**src/design/cid_map.svh**
```systemverilog
// constants for the operand addressing and condition-code core
`ifndef CID_MAP_SVH
`define CID_MAP_SVH
`define CID_PAGE2_PREFIX 8'h18
`define CID_CCR_RESET    8'hD0
`define CID_CCR_S        7
`define CID_CCR_X        6
`define CID_CCR_H        5
`define CID_CCR_I        4
`define CID_CCR_N        3
`define CID_CCR_Z        2
`define CID_CCR_V        1
`define CID_CCR_C        0
`define CID_SP_RESET     16'h0000
`define CID_PC_RESET     16'h0000
`endif

```
**src/design/cid_pkg.sv**
```systemverilog
// types shared by the addressing core and the postbyte decoder
package cid_pkg;
    typedef enum logic [1:0] {
        CID_BASE_X  = 2'b00,
        CID_BASE_Y  = 2'b01,
        CID_BASE_SP = 2'b10,
        CID_BASE_PC = 2'b11
    } cid_base_type;

    typedef enum logic [1:0] {
        CID_MODE_DIRECT   = 2'b00,
        CID_MODE_EXTENDED = 2'b01,
        CID_MODE_INDEXED  = 2'b10
    } cid_mode_type;

    typedef enum logic [1:0] {
        indexed_short_mode   = 2'b00,
        indexed_one_ext_mode = 2'b01,
        indexed_two_ext_mode = 2'b10
    } cid_ext_type;

    typedef enum logic [2:0] {
        CID_ALU_ADD  = 3'b000,
        CID_ALU_ADC  = 3'b001,
        CID_ALU_ADD_B_TO_A = 3'b010,
        CID_ALU_SUB        = 3'b011,
        CID_ALU_DEC_ADJUST = 3'b100
    } cid_alu_type;

    typedef enum logic [1:0] {
        CID_ST_IDLE   = 2'b00,
        CID_ST_PTR_HI = 2'b01,
        CID_ST_PTR_LO = 2'b10
    } cid_state_type;

    typedef struct packed {
        cid_mode_type mode;
        logic [7:0]   index_postbyte;
        logic [7:0]   ext_hi;
        logic [7:0]   ext_lo;
    } cid_req_type;

    typedef struct packed {
        cid_base_type base_sel;
        logic [15:0]  ea;
        logic [15:0]  wb_value;
        cid_ext_type  ext_count;
        logic         auto_upd;
        logic         indirect;
        logic         illegal;
    } cid_dec_type;

    // base register pick, used only by the postbyte decoder
    function automatic logic [15:0] cid_base_value(input cid_base_type sel, input logic [15:0] x,
                                                   input logic [15:0] y, input logic [15:0] sp,
                                                   input logic [15:0] pc);
        case (sel)
            CID_BASE_X:  return x;
            CID_BASE_Y:  return y;
            CID_BASE_SP: return sp;
            default:     return pc;
        endcase
    endfunction : cid_base_value
endpackage : cid_pkg

```
**src/design/cid_core.sv**
```systemverilog
// operand addressing, opcode fetch, stack push and condition-code core
`include "cid_map.svh"
module cid_core (
    input  wire logic                 clk,
    input  wire logic                 resetn,
    input  wire logic                 opcode_in_valid,
    input  wire logic [7:0]           opcode_in,
    input  wire logic                 pc_load,
    input  wire logic [15:0]          pc_value,
    input  wire logic                 req_valid,
    input  cid_pkg::cid_req_type      req,
    input  wire logic [7:0]           acc_a,
    input  wire logic [7:0]           acc_b,
    input  wire logic [15:0]          idx_x,
    input  wire logic [15:0]          idx_y,
    input  wire logic                 rd_ack,
    input  wire logic [7:0]           rd_data,
    input  wire logic                 push_valid,
    input  wire logic [15:0]          push_word,
    input  wire logic                 ccr_write,
    input  wire logic [7:0]           ccr_wdata,
    input  wire logic                 alu_valid,
    input  cid_pkg::cid_alu_type      alu_op,
    input  wire logic [7:0]           alu_a,
    input  wire logic [7:0]           alu_b,
    input  wire logic                 stop_request,
    input  wire logic                 nonmaskable_external_interrupt_pin,
    input  wire logic                 irq_request,
    output logic                      req_ready,
    output logic                      ea_valid,
    output logic [15:0]               ea,
    output cid_pkg::cid_ext_type      ext_count,
    output logic                      mode_illegal,
    output logic                      wb_valid,
    output cid_pkg::cid_base_type     wb_sel,
    output logic [15:0]               wb_value,
    output logic                      rd_req,
    output logic [15:0]               rd_addr,
    output logic                      push_ready,
    output logic                      push_wr,
    output logic [15:0]               push_addr,
    output logic [7:0]                push_data,
    output logic                      opcode_valid,
    output logic [7:0]                opcode_out,
    output logic                      opcode_page2,
    output logic [15:0]               stack_pointer,
    output logic [15:0]               program_counter,
    output logic [7:0]                condition_code_register,
    output logic [7:0]                alu_result,
    output logic                      stop_entered,
    output logic                      nmi_taken,
    output logic                      irq_taken
);
    cid_pkg::cid_dec_type  dec;
    cid_pkg::cid_state_type state;
    logic [15:0]           ptr_addr;
    logic [7:0]            ptr_hi;
    logic [7:0]            push_hold;
    logic                  page2_pending;

    cid_postbyte_decode u_dec (
        .index_postbyte  (req.index_postbyte),
        .ext_hi          (req.ext_hi),
        .ext_lo          (req.ext_lo),
        .acc_a           (acc_a),
        .acc_b           (acc_b),
        .idx_x           (idx_x),
        .idx_y           (idx_y),
        .stack_pointer   (stack_pointer),
        .program_counter (program_counter),
        .dec             (dec)
    );

    // request acceptance and mode split
    wire req_take  = req_valid && req_ready;
    wire is_index  = (req.mode == cid_pkg::CID_MODE_INDEXED);
    wire is_direct = (req.mode == cid_pkg::CID_MODE_DIRECT);
    wire take_ind  = req_take && is_index && dec.indirect && !dec.illegal;
    wire take_auto = req_take && is_index && dec.auto_upd && !dec.illegal;
    wire [15:0] plain_ea = is_direct ? {8'h00, req.ext_hi}
                         : is_index ? dec.ea : {req.ext_hi, req.ext_lo};
    wire push_start = push_valid && push_ready;
    wire sp_from_wb = take_auto && (dec.base_sel == cid_pkg::CID_BASE_SP) && !push_start && push_ready;

    // pointer fetch sequencer for the indirect forms, high byte first
    always_ff @(posedge clk or negedge resetn)
    begin
        if (!resetn)
        begin
            state     <= cid_pkg::CID_ST_IDLE;
            req_ready <= 1'b1;
            rd_req    <= 1'b0;
            rd_addr   <= 16'h0000;
            ptr_addr  <= 16'h0000;
            ptr_hi    <= 8'h00;
        end
        else
        begin
            rd_req <= 1'b0;
            case (state)
                cid_pkg::CID_ST_IDLE:
                begin
                    if (take_ind)
                    begin
                        state     <= cid_pkg::CID_ST_PTR_HI;
                        req_ready <= 1'b0;
                        rd_req    <= 1'b1;
                        rd_addr   <= dec.ea;
                        ptr_addr  <= dec.ea;
                    end
                end
                cid_pkg::CID_ST_PTR_HI:
                begin
                    if (rd_ack)
                    begin
                        ptr_hi  <= rd_data;
                        rd_req  <= 1'b1;
                        rd_addr <= ptr_addr + 16'h0001;
                        state   <= cid_pkg::CID_ST_PTR_LO;
                    end
                end
                cid_pkg::CID_ST_PTR_LO:
                begin
                    if (rd_ack)
                    begin
                        state     <= cid_pkg::CID_ST_IDLE;
                        req_ready <= 1'b1;
                    end
                end
                default:
                begin
                    state     <= cid_pkg::CID_ST_IDLE;
                    req_ready <= 1'b1;
                end
            endcase
        end
    end

    // effective address result, one-cycle strobe
    always_ff @(posedge clk or negedge resetn)
    begin
        if (!resetn)
        begin
            ea_valid     <= 1'b0;
            ea           <= 16'h0000;
            ext_count    <= cid_pkg::indexed_short_mode;
            mode_illegal <= 1'b0;
        end
        else
        begin
            ea_valid     <= 1'b0;
            mode_illegal <= req_take && is_index && dec.illegal;
            if (state == cid_pkg::CID_ST_PTR_LO && rd_ack)
            begin
                ea_valid <= 1'b1;
                ea       <= {ptr_hi, rd_data};
            end
            else if (req_take && !(is_index && (dec.indirect || dec.illegal)))
            begin
                ea_valid <= 1'b1;
                ea       <= plain_ea;
            end
            if (req_take)
                ext_count <= is_index ? dec.ext_count : cid_pkg::indexed_short_mode;
        end
    end

    // auto modes hand the adjusted base back within the same instruction
    always_ff @(posedge clk or negedge resetn)
    begin
        if (!resetn)
        begin
            wb_valid <= 1'b0;
            wb_sel   <= cid_pkg::CID_BASE_X;
            wb_value <= 16'h0000;
        end
        else
        begin
            wb_valid <= take_auto;
            if (take_auto)
            begin
                wb_sel   <= dec.base_sel;
                wb_value <= dec.wb_value;
            end
        end
    end

    // context push: low byte first so the high byte lands lower; the
    // stack pointer ends on the last byte written
    always_ff @(posedge clk or negedge resetn)
    begin
        if (!resetn)
        begin
            stack_pointer <= `CID_SP_RESET;
            push_ready    <= 1'b1;
            push_wr       <= 1'b0;
            push_addr     <= 16'h0000;
            push_data     <= 8'h00;
            push_hold     <= 8'h00;
        end
        else
        begin
            push_wr <= 1'b0;
            if (push_start)
            begin
                push_ready    <= 1'b0;
                push_wr       <= 1'b1;
                push_addr     <= stack_pointer - 16'h0001;
                push_data     <= push_word[7:0];
                push_hold     <= push_word[15:8];
                stack_pointer <= stack_pointer - 16'h0001;
            end
            else if (!push_ready)
            begin
                push_ready    <= 1'b1;
                push_wr       <= 1'b1;
                push_addr     <= stack_pointer - 16'h0001;
                push_data     <= push_hold;
                stack_pointer <= stack_pointer - 16'h0001;
            end
            else if (sp_from_wb)
                stack_pointer <= dec.wb_value;
        end
    end

    // opcode fetch with second-page prefix
    wire is_prefix = (opcode_in == `CID_PAGE2_PREFIX) && !page2_pending;
    always_ff @(posedge clk or negedge resetn)
    begin
        if (!resetn)
        begin
            program_counter <= `CID_PC_RESET;
            page2_pending   <= 1'b0;
            opcode_valid    <= 1'b0;
            opcode_out      <= 8'h00;
            opcode_page2    <= 1'b0;
        end
        else
        begin
            opcode_valid <= 1'b0;
            if (pc_load)
                program_counter <= pc_value;
            else if (opcode_in_valid)
                program_counter <= program_counter + 16'h0001;
            if (opcode_in_valid)
            begin
                page2_pending <= is_prefix;
                if (!is_prefix)
                begin
                    opcode_valid <= 1'b1;
                    opcode_out   <= opcode_in;
                    opcode_page2 <= page2_pending;
                end
            end
        end
    end

    // arithmetic and flags; 9-bit sums keep carry, nibble sums half-carry
    wire        c_in    = (alu_op == cid_pkg::CID_ALU_ADC) && condition_code_register[`CID_CCR_C];
    wire        is_sub  = (alu_op == cid_pkg::CID_ALU_SUB);
    wire        is_dadj = (alu_op == cid_pkg::CID_ALU_DEC_ADJUST);
    wire [8:0]  sum     = {1'b0, alu_a} + {1'b0, alu_b} + {8'h00, c_in};
    wire [4:0]  nib     = {1'b0, alu_a[3:0]} + {1'b0, alu_b[3:0]} + {4'h0, c_in};
    wire [8:0]  diff    = {1'b0, alu_a} - {1'b0, alu_b};
    wire        lo_adj  = condition_code_register[`CID_CCR_H] || (alu_a[3:0] > 4'h9);
    wire        hi_adj  = condition_code_register[`CID_CCR_C] || (alu_a > 8'h99);
    wire [7:0]  adj_res = alu_a + {hi_adj ? 4'h6 : 4'h0, lo_adj ? 4'h6 : 4'h0};
    wire [7:0]  res     = is_dadj ? adj_res : (is_sub ? diff[7:0] : sum[7:0]);
    wire        v_add   = (alu_a[7] == alu_b[7]) && (res[7] != alu_a[7]);
    wire        v_sub   = (alu_a[7] != alu_b[7]) && (res[7] != alu_a[7]);
    logic [7:0] next_ccr;

    always_comb
    begin
        next_ccr = ccr_write ? ccr_wdata : condition_code_register;
        if (alu_valid)
        begin
            next_ccr[`CID_CCR_N] = res[7];
            next_ccr[`CID_CCR_Z] = (res == 8'h00);
            if (is_dadj)
                next_ccr[`CID_CCR_C] = hi_adj || condition_code_register[`CID_CCR_C];
            else
            begin
                next_ccr[`CID_CCR_V] = is_sub ? v_sub : v_add;
                next_ccr[`CID_CCR_C] = is_sub ? diff[8] : sum[8];
                if (!is_sub)
                    next_ccr[`CID_CCR_H] = nib[4];
            end
        end
    end

    // condition codes, result and gated requests; masks act from the old value
    always_ff @(posedge clk or negedge resetn)
    begin
        if (!resetn)
        begin
            condition_code_register <= `CID_CCR_RESET;
            alu_result              <= 8'h00;
            stop_entered            <= 1'b0;
            nmi_taken               <= 1'b0;
            irq_taken               <= 1'b0;
        end
        else
        begin
            condition_code_register <= next_ccr;
            if (alu_valid)
                alu_result <= res;
            stop_entered <= stop_request && !condition_code_register[`CID_CCR_S];
            nmi_taken    <= nonmaskable_external_interrupt_pin && !condition_code_register[`CID_CCR_X];
            irq_taken    <= irq_request && !condition_code_register[`CID_CCR_I];
        end
    end
endmodule : cid_core

```
**src/design/cid_postbyte_decode.sv**
```systemverilog
// combinational decoder of the indexed postbyte and its extension bytes
module cid_postbyte_decode (
    input  wire logic [7:0]          index_postbyte,
    input  wire logic [7:0]          ext_hi,
    input  wire logic [7:0]          ext_lo,
    input  wire logic [7:0]          acc_a,
    input  wire logic [7:0]          acc_b,
    input  wire logic [15:0]         idx_x,
    input  wire logic [15:0]         idx_y,
    input  wire logic [15:0]         stack_pointer,
    input  wire logic [15:0]         program_counter,
    output cid_pkg::cid_dec_type     dec
);
    // form classification
    wire               is_long  = (index_postbyte[7:5] == 3'b111);
    wire               is_auto  = !is_long && index_postbyte[5];
    wire [1:0]         sel_raw  = is_long ? index_postbyte[4:3] : index_postbyte[7:6];
    wire cid_pkg::cid_base_type sel = cid_pkg::cid_base_type'(sel_raw);
    wire [15:0]        base     = cid_pkg::cid_base_value(sel, idx_x, idx_y, stack_pointer, program_counter);

    // offsets of each form; extension bytes arrive high byte first
    wire [15:0] off5   = {{11{index_postbyte[4]}}, index_postbyte[4:0]};
    wire [15:0] step   = index_postbyte[3] ? {12'hFFF, index_postbyte[3:0]}
                                           : {12'h000, index_postbyte[3:0]} + 16'h0001;
    wire [15:0] off9   = {{8{index_postbyte[0]}}, ext_hi};
    wire [15:0] off16  = {ext_hi, ext_lo};
    wire [15:0] acc_d  = {acc_a, acc_b};
    wire [15:0] off_acc = (index_postbyte[1:0] == 2'b00) ? {8'h00, acc_a}
                        : (index_postbyte[1:0] == 2'b01) ? {8'h00, acc_b} : acc_d;
    wire [15:0] off_const = index_postbyte[1] ? off16 : off9;
    wire [15:0] offset = !is_long ? off5 : (index_postbyte[2] ? off_acc : off_const);
    wire [15:0] adjusted = base + step;

    // address: pre forms use adjusted base, post forms the old base
    assign dec.base_sel  = sel;
    assign dec.ea        = is_auto ? (index_postbyte[4] ? base : adjusted) : base + offset;
    assign dec.wb_value  = adjusted;
    assign dec.auto_upd  = is_auto;
    assign dec.indirect  = is_long && (index_postbyte[1:0] == 2'b11);
    assign dec.illegal   = is_auto && (sel == cid_pkg::CID_BASE_PC);
    assign dec.ext_count = (!is_long || index_postbyte[2]) ? cid_pkg::indexed_short_mode
                         : (index_postbyte[1] ? cid_pkg::indexed_two_ext_mode
                                              : cid_pkg::indexed_one_ext_mode);
endmodule : cid_postbyte_decode

```
**config.mk**
```make
export PLATFORM = sky130hd
export DESIGN_NAME = cid_core
export DESIGN_NICKNAME = d
export VERILOG_FILES = /design/src/design/cid_pkg.sv /design/src/design/cid_core.sv /design/src/design/cid_postbyte_decode.sv
export VERILOG_INCLUDE_DIRS = /design/src /design/src/design
export SDC_FILE = /design/constraint.sdc
export NUM_CORES = 1
export LEC_CHECK = 0
export BUFFER_PORTS_ARGS = -buffer_cell sky130_fd_sc_hd__buf_4
export CAP_MARGIN = 20
export CORE_MARGIN = 2
export CORE_UTILIZATION = 40
export CTS_CLUSTER_DIAMETER = 40
export CTS_CLUSTER_SIZE = 12
export DETAILED_ROUTE_END_ITERATION = 10
export PLACE_DENSITY = 0.61
export SYNTH_ARGS = -nofsm -noshare
export SYNTH_HDL_FRONTEND = slang
export SYNTH_SLANG_ARGS = --single-unit
export TNS_END_PERCENT = 5
```
**constraint.sdc**
```tcl
create_clock -name clk -period 4.9 [get_ports clk]
set_clock_uncertainty 0.15 [all_clocks]
set_input_delay 0.245 -clock clk [delete_from_list [all_inputs] [get_ports clk]]
set_output_delay 0.245 -clock clk [all_outputs]
set_load 0.01 [all_outputs]
```
### After elaboration in Yosys (flattened, before gate mapping)

Cells that the tools add are included.

* register bits after elaboration: 179
* input bits: 161
* output and inout port bits: 144
* word-level logic and storage cells: 179

* add/sub/neg operators: 12
* $lt $le $gt $ge: 2
* equality and inequality tests: 21
* muxes and demuxes: 59
* bitwise gates (word level): 2
* reductions and logical operators: 52

Operators with widths (number)
* 16-bit two-way mux: 21
* 16-bit case mux with 3 select lines: 1
* 16-bit by 1-bit adder with 16-bit output (second input constant): 2
* 16-bit adder: 2
* 8-bit two-way mux: 4
* 16-bit case mux with 2 select lines: 1
* 1-bit logical AND: 24
* 1-bit two-way mux: 18
* 16-bit by 1-bit subtractor with 16-bit output (second input constant): 1
* 2-bit two-way mux: 7
* 2-bit equality test (second input constant): 5
* 8-bit by 8-bit adder with 9-bit output: 1
* 9-bit by 1-bit adder with 9-bit output: 1
* 3-bit AND reduction: 3
* 8-bit by 8-bit subtractor with 9-bit output: 1
* 8-bit by 7-bit adder with 8-bit output: 1
* 8-bit by 5-bit equality test with 1-bit output (second input constant): 1
* 8-bit > comparator (second input constant): 1
* 1-bit zero test: 8
* 2-bit zero test: 4
* 8-bit zero test: 1
* 2-bit nonzero test: 4
* 2-bit by 1-bit equality test with 1-bit output (second input constant): 3
* 3-bit equality test (second input constant): 2
* 20 further kinds: 31

### Longest topological paths before layout

* depth after elaboration: 12
* gate-level depth with buffers: 19
* depth with buffers taken out: 18

### By module

A second synthesis with hierarchy kept.

* cell total of the unflattened synthesis: 1426
* area, all modules: 12324.3 um2

Modules (own cells, without submodules)
* cid_core: instances 1, cells an instance 962, area an instance 9303.9 um2
* cid_postbyte_decode: instances 1, cells an instance 464, area an instance 3020.4 um2

### Worst setup path before layout

Ideal clock, no wire load.

* kind: input-to-reg
* from: in req[19] in the netlist's numbering
* to: reg wb_value[14]
* setup time: 125 ps
* data arrival time: 4303 ps
* data required time: 4625 ps
* path slack: 322 ps
* cell stages on the path: 16
* path through: clkbuf_1 -> o21ai_0 -> buf_2 -> clkbuf_1 -> mux4_2 -> ha_1 -> fa_1 -> a21o_1 -> a21oi_1 -> o21a_1 -> o211ai_1 -> nor3b_1 -> o31a_1 -> or3_1 -> and2_1 -> mux2_2

* word-level cells in the longest chain between the ends: 5
* elaborated cells between the ends (all ways): 12
* classes of those cells: 2 x add/sub; 3 x eq/ne; 3 x mux; 4 x reduce/logical

RTL lines
* start: declaration: RTL line cid_core.sv:11 `input cid_pkg::cid_req_type req,`
* branches (longest 5 deep; another with 16-bit adder)
* end signal: assignment: RTL line cid_core.sv:183 `wb_value <= dec.wb_value;`
* end: declaration: RTL line cid_core.sv:36 `output logic [15:0] wb_value,`

Several ways; the timed one is not identified.
A chain may end at the register's enable or synchronous reset.

### Worst setup path in the final report

* from: reg program_counter[2]
* to: reg rd_addr[11]

* word-level cells in the longest chain between the ends: 6
* elaborated cells between the ends (all ways): 7
* classes of those cells: 2 x add/sub; 5 x mux

RTL lines
* start: declaration: RTL line cid_core.sv:47 `output logic [15:0] program_counter,`
* start signal: assignment: RTL line cid_core.sv:232 `` program_counter <= `CID_PC_RESET; ``
* start signal: assignment: RTL line cid_core.sv:242 `program_counter <= pc_value;`
* start signal: assignment: RTL line cid_core.sv:244 `program_counter <= program_counter + 16'h0001;`
* 16-bit case mux with 3 select lines *: RTL line cid_pkg.sv:57 `case (sel)`
* 16-bit adder: RTL line cid_postbyte_decode.sv:32 `wire [15:0] adjusted = base + step;`
* 16-bit two-way mux: RTL line cid_postbyte_decode.sv:36 `assign dec.ea = is_auto ? (index_postbyte[4] ? base : adjusted) : base + offset;`
* 16-bit two-way mux *: RTL line cid_postbyte_decode.sv:36
* 16-bit two-way mux *: RTL line cid_core.sv:103 `if (take_ind)`
* 16-bit case mux with 2 select lines *: RTL line cid_core.sv:100 `case (state)`
* end signal: assignment: RTL line cid_core.sv:108 `rd_addr <= dec.ea;`
* end signal: assignment: RTL line cid_core.sv:118 `rd_addr <= ptr_addr + 16'h0001;`
* end: declaration: RTL line cid_core.sv:38 `output logic [15:0] rd_addr,`

Every way passes the cells marked *; elsewhere a longest branch is shown, timed or not. The select of a mux whose other input is x is not followed.

==> flow_summary.ini <==
[outcome]
status = completed

[yosys]
yosysUniqueCellTypes = 69
yosys_warnings = 0
avgSynthCellArea_um2 = 8.76
netlist_instances = 1350
ys_ff_latch = 179
synth_ff_type = dfrtp_1
seq_area_frac_synth = 0.379
synth-edff-count = 0
async_reset_ff_frac = 1.00
syn-num-nets = 1573
synth_area_um2 = 11800

[critical_path]
critical_path.endpoint_type = flip-flop
slowest_stage = mux4_1
startpoint_type = flip-flop
worstPathRequired_ps = 5120
cpLargestDelayFamily = compound AO/OA/AOI/OAI gates
crit_buf_inv = 1
critPathMaxFanout = 7
crit_type = flip-flop to flip-flop
crit_top_cell = o21ai_0
path_cells = mux4_1, ha_1, o21ai_0, o21ai_0, a31oi_1, o21ai_0, xnor2_1, o311ai_0, clkdlybuf4s15_2, o21ai_0, nand2_1
critPathArrivalTime_ps = 4280
critical_path.max_stage_delay_ps = 630

[power]
clkPwrFrac = 0.251
combPwrFrac = 0.376
switching_share = 0.370
leakage_nw = 7.34
ir_worst_vdd_mv = 0.255
powerDensity_nw_per_um2 = 333
seq_power_share = 0.374
switching_power_mw = 1.96
p_int_mw = 3.33

[floorplanning]
dieHeight_um = 176
num_io_pins = 305
die_x_um = 176
die_area_um2 = 31000
core_area_um2 = 28900
num_rows = 62
initial_utilization = 0.409

[global_routing]
antenna_found_initial = 9
grt_max_degree = 119
grtUsageTotal = 0.267
grt_pass1_vias = 11200
grt-ovfl-total = 0
grt_pass1_wl_um = 64100

[clock_network]
cts-root-buf = clkbuf_16
path_clk_slew_ps = 80
cts_buffers = 17
cts.sinks = 179
cts_tree = done
cts.htree.levels = 4
clkLatencyLatePin_ps = 440
postCtsSetupRepairBufs = 0
postCtsResizedCells = 0
cts_max_path_buffers = 2
holdBufCountCts = 81

[route]
routed_wl_um = 41300
vias = 11500
drt_iter0_markers = 881
vias_per_cell = 5.46
dr.pass1.iters = 5
routedWlPerCell_um = 19.6
post-route-drc-count = 0
detail-route-antenna-nets = 0

[timing]
min_period_ps = 4060
drv_slew = 0
relSlewSlack = 0.319
rsz0062_at_grt = no
hold_viol = 0
fin_setup_tns_ps = 0
setup_viol = 0
period_share = 0.829
max_freq_ghz = 0.246
tightest_slew_ps = 1020

[cells_and_area]
fillers = 2646
final_layout_size_suffix_gt1_frac = 0.248
stdcell_count = 2108
nets = 1928
post-route-util = 0.549
area_growth_pct = 34.3

[min_path]
hold_path_class = input pin to flip-flop

[flow_run]
maxCapViolCount = 0

[place]
dpl.cell_count = 1989
hpwl_um = 31500
place.gp.congestion = 0.889
portBuffers = 304
==> routing by layer <==
layer	routed length [µm]	GRT usage	up-vias
met4	973	0.0816	4
li1	-	-	5533
met3	3240	0.0659	57
met5	23	0	-
met1	18400	0.365	5481
met2	18600	0.418	435
==> cell type report <==
| cell class | instances | area (µm²) | area share |
|---|---|---|---|
| tap | 384 | 480 | 0.0302 |
| timing repair buffer | 409 | 3280 | 0.207 |
| inverter | 34 | 128 | 0.00803 |
| multi-input combinational | 1064 | 6950 | 0.437 |
| antenna | 7 | 17.5 | 0.00110 |
| clock buffer | 18 | 429 | 0.0270 |
| sequential | 179 | 4490 | 0.282 |
| clock inverter | 13 | 120 | 0.00756 |
==> registers in the layout, indices dropped and copies added, names as in the netlist, 8 cells and up <==
name,cells
wb_value,16
ea,16
push_addr,16
alu_result,8
push_data,8
opcode_out,8
push_hold,8
condition_code_register,8
ptr_hi,8
ptr_addr,16
stack_pointer,16
program_counter,16
rd_addr,16
==> worst paths after layout <==
check                                                  end                from  slack (ps)  cells after the start
min in group asynchronous                           rd_req              resetn         340                      2
worst min register to register                  rd_addr[5]          rd_addr[5]         330                      2
max in group asynchronous                       push_ready              resetn        3060                      3
worst max register to register                 rd_addr[11]  program_counter[2]         840                     11
worst max-delay path                           rd_addr[11]  program_counter[2]         840                     11
worst min-delay path            condition_code_register[1]            alu_a[7]          20                      3
==> cells in the mapped netlist, types with 9 or more instances <==
master	number	area, µm²
a21o_1	16	120
nand4_1	9	56.3
xor2_1	44	385
xnor2_1	39	342
inv_1	34	128
nor2b_1	18	113
a21oi_1	131	656
nor3_1	15	75.1
nand2b_1	15	93.8
nor2_1	90	338
o21ai_0	122	611
nand3_1	21	105
mux4_2	14	315
o22ai_1	20	125
o211ai_1	14	105
nand2_1	223	837
clkbuf_1	66	248
ha_1	56	701
a31oi_1	16	100
a211oi_1	10	75.1
dfrtp_1	174	4350
and3_1	9	56.3
mux2_2	33	372
mux2i_1	32	320
==> power groups by stage <==
| stage | logic [mW] | registers (mW) | clock network, mW |
|---|---|---|---|
| global placement | 1.90 | 2.00 | 0 |
| floorplan | 0.942 | 2.03 | 0 |
| global route | 2.18 | 2.01 | 1.42 |
| CTS | 1.99 | 1.98 | 1.35 |
| finish | 1.99 | 1.98 | 1.33 |
| detailed placement | 1.93 | 2.00 | 0 |
==> cells in the final DEF, fill, tap and decap left out, types with 6 or more instances in the layout <==
master and count:
inv_1 34, mux4_2 14, nand3_1 21, xor2_1 44, a211o_1 6, a21oi_1 131
mux2_2 33, nor2b_1 17, a211oi_1 10, a21o_1 16, diode_2 7, ha_1 56
nand2b_1 15, clkbuf_16 17, nor2_1 90, o21ai_0 120, o21a_1 6, mux2i_1 32
o211ai_1 14, and4_1 6, and3_1 9, o22ai_1 20, fa_1 6, dfrtp_1 174
nor3_1 15, nand4_1 9, xnor2_1 39, o21bai_1 7, buf_4 326, dlygate4sd3_1 81
a22oi_1 8, a31oi_1 16, nand2_1 223, inv_6 6
==> through the flow <==
stage / area (µm²) / hold WS [ps] / setup WS (ps) / total power, mW
after floorplan: 11800 / -201 / 322 / 2.97
final: 15900 / 16.2 / 839 / 5.29
after CTS: 15900 / 1.98 / 879 / 5.31
after detailed placement: 14500 / 307 / 475 / 3.92
after global routing: 15900 / 27.1 / 589 / 5.60
after global placement: 14500 / 302 / 98.8 / 3.90
==> worst min-delay path: cells and delay by family <==
family	cells	cell delay, ps
XOR/XNOR	1	120
buffers and inverters	1	130
AO/OA/AOI/OAI	1	80
==> cell families after synthesis <==
| family | after synthesis | synth area share |
|---|---|---|
| compound gates | 396 | 0.199 |
| simple gates | 442 | 0.170 |
| fa+ha+maj | 62 | 0.0694 |
| buf+inv | 107 | 0.0343 |
| flops | 179 | 0.379 |
| xor+xnor | 83 | 0.0614 |
| mux | 80 | 0.0874 |
| other cells | 1 | 0.000317 |
(Power assumes the default switching activity.)
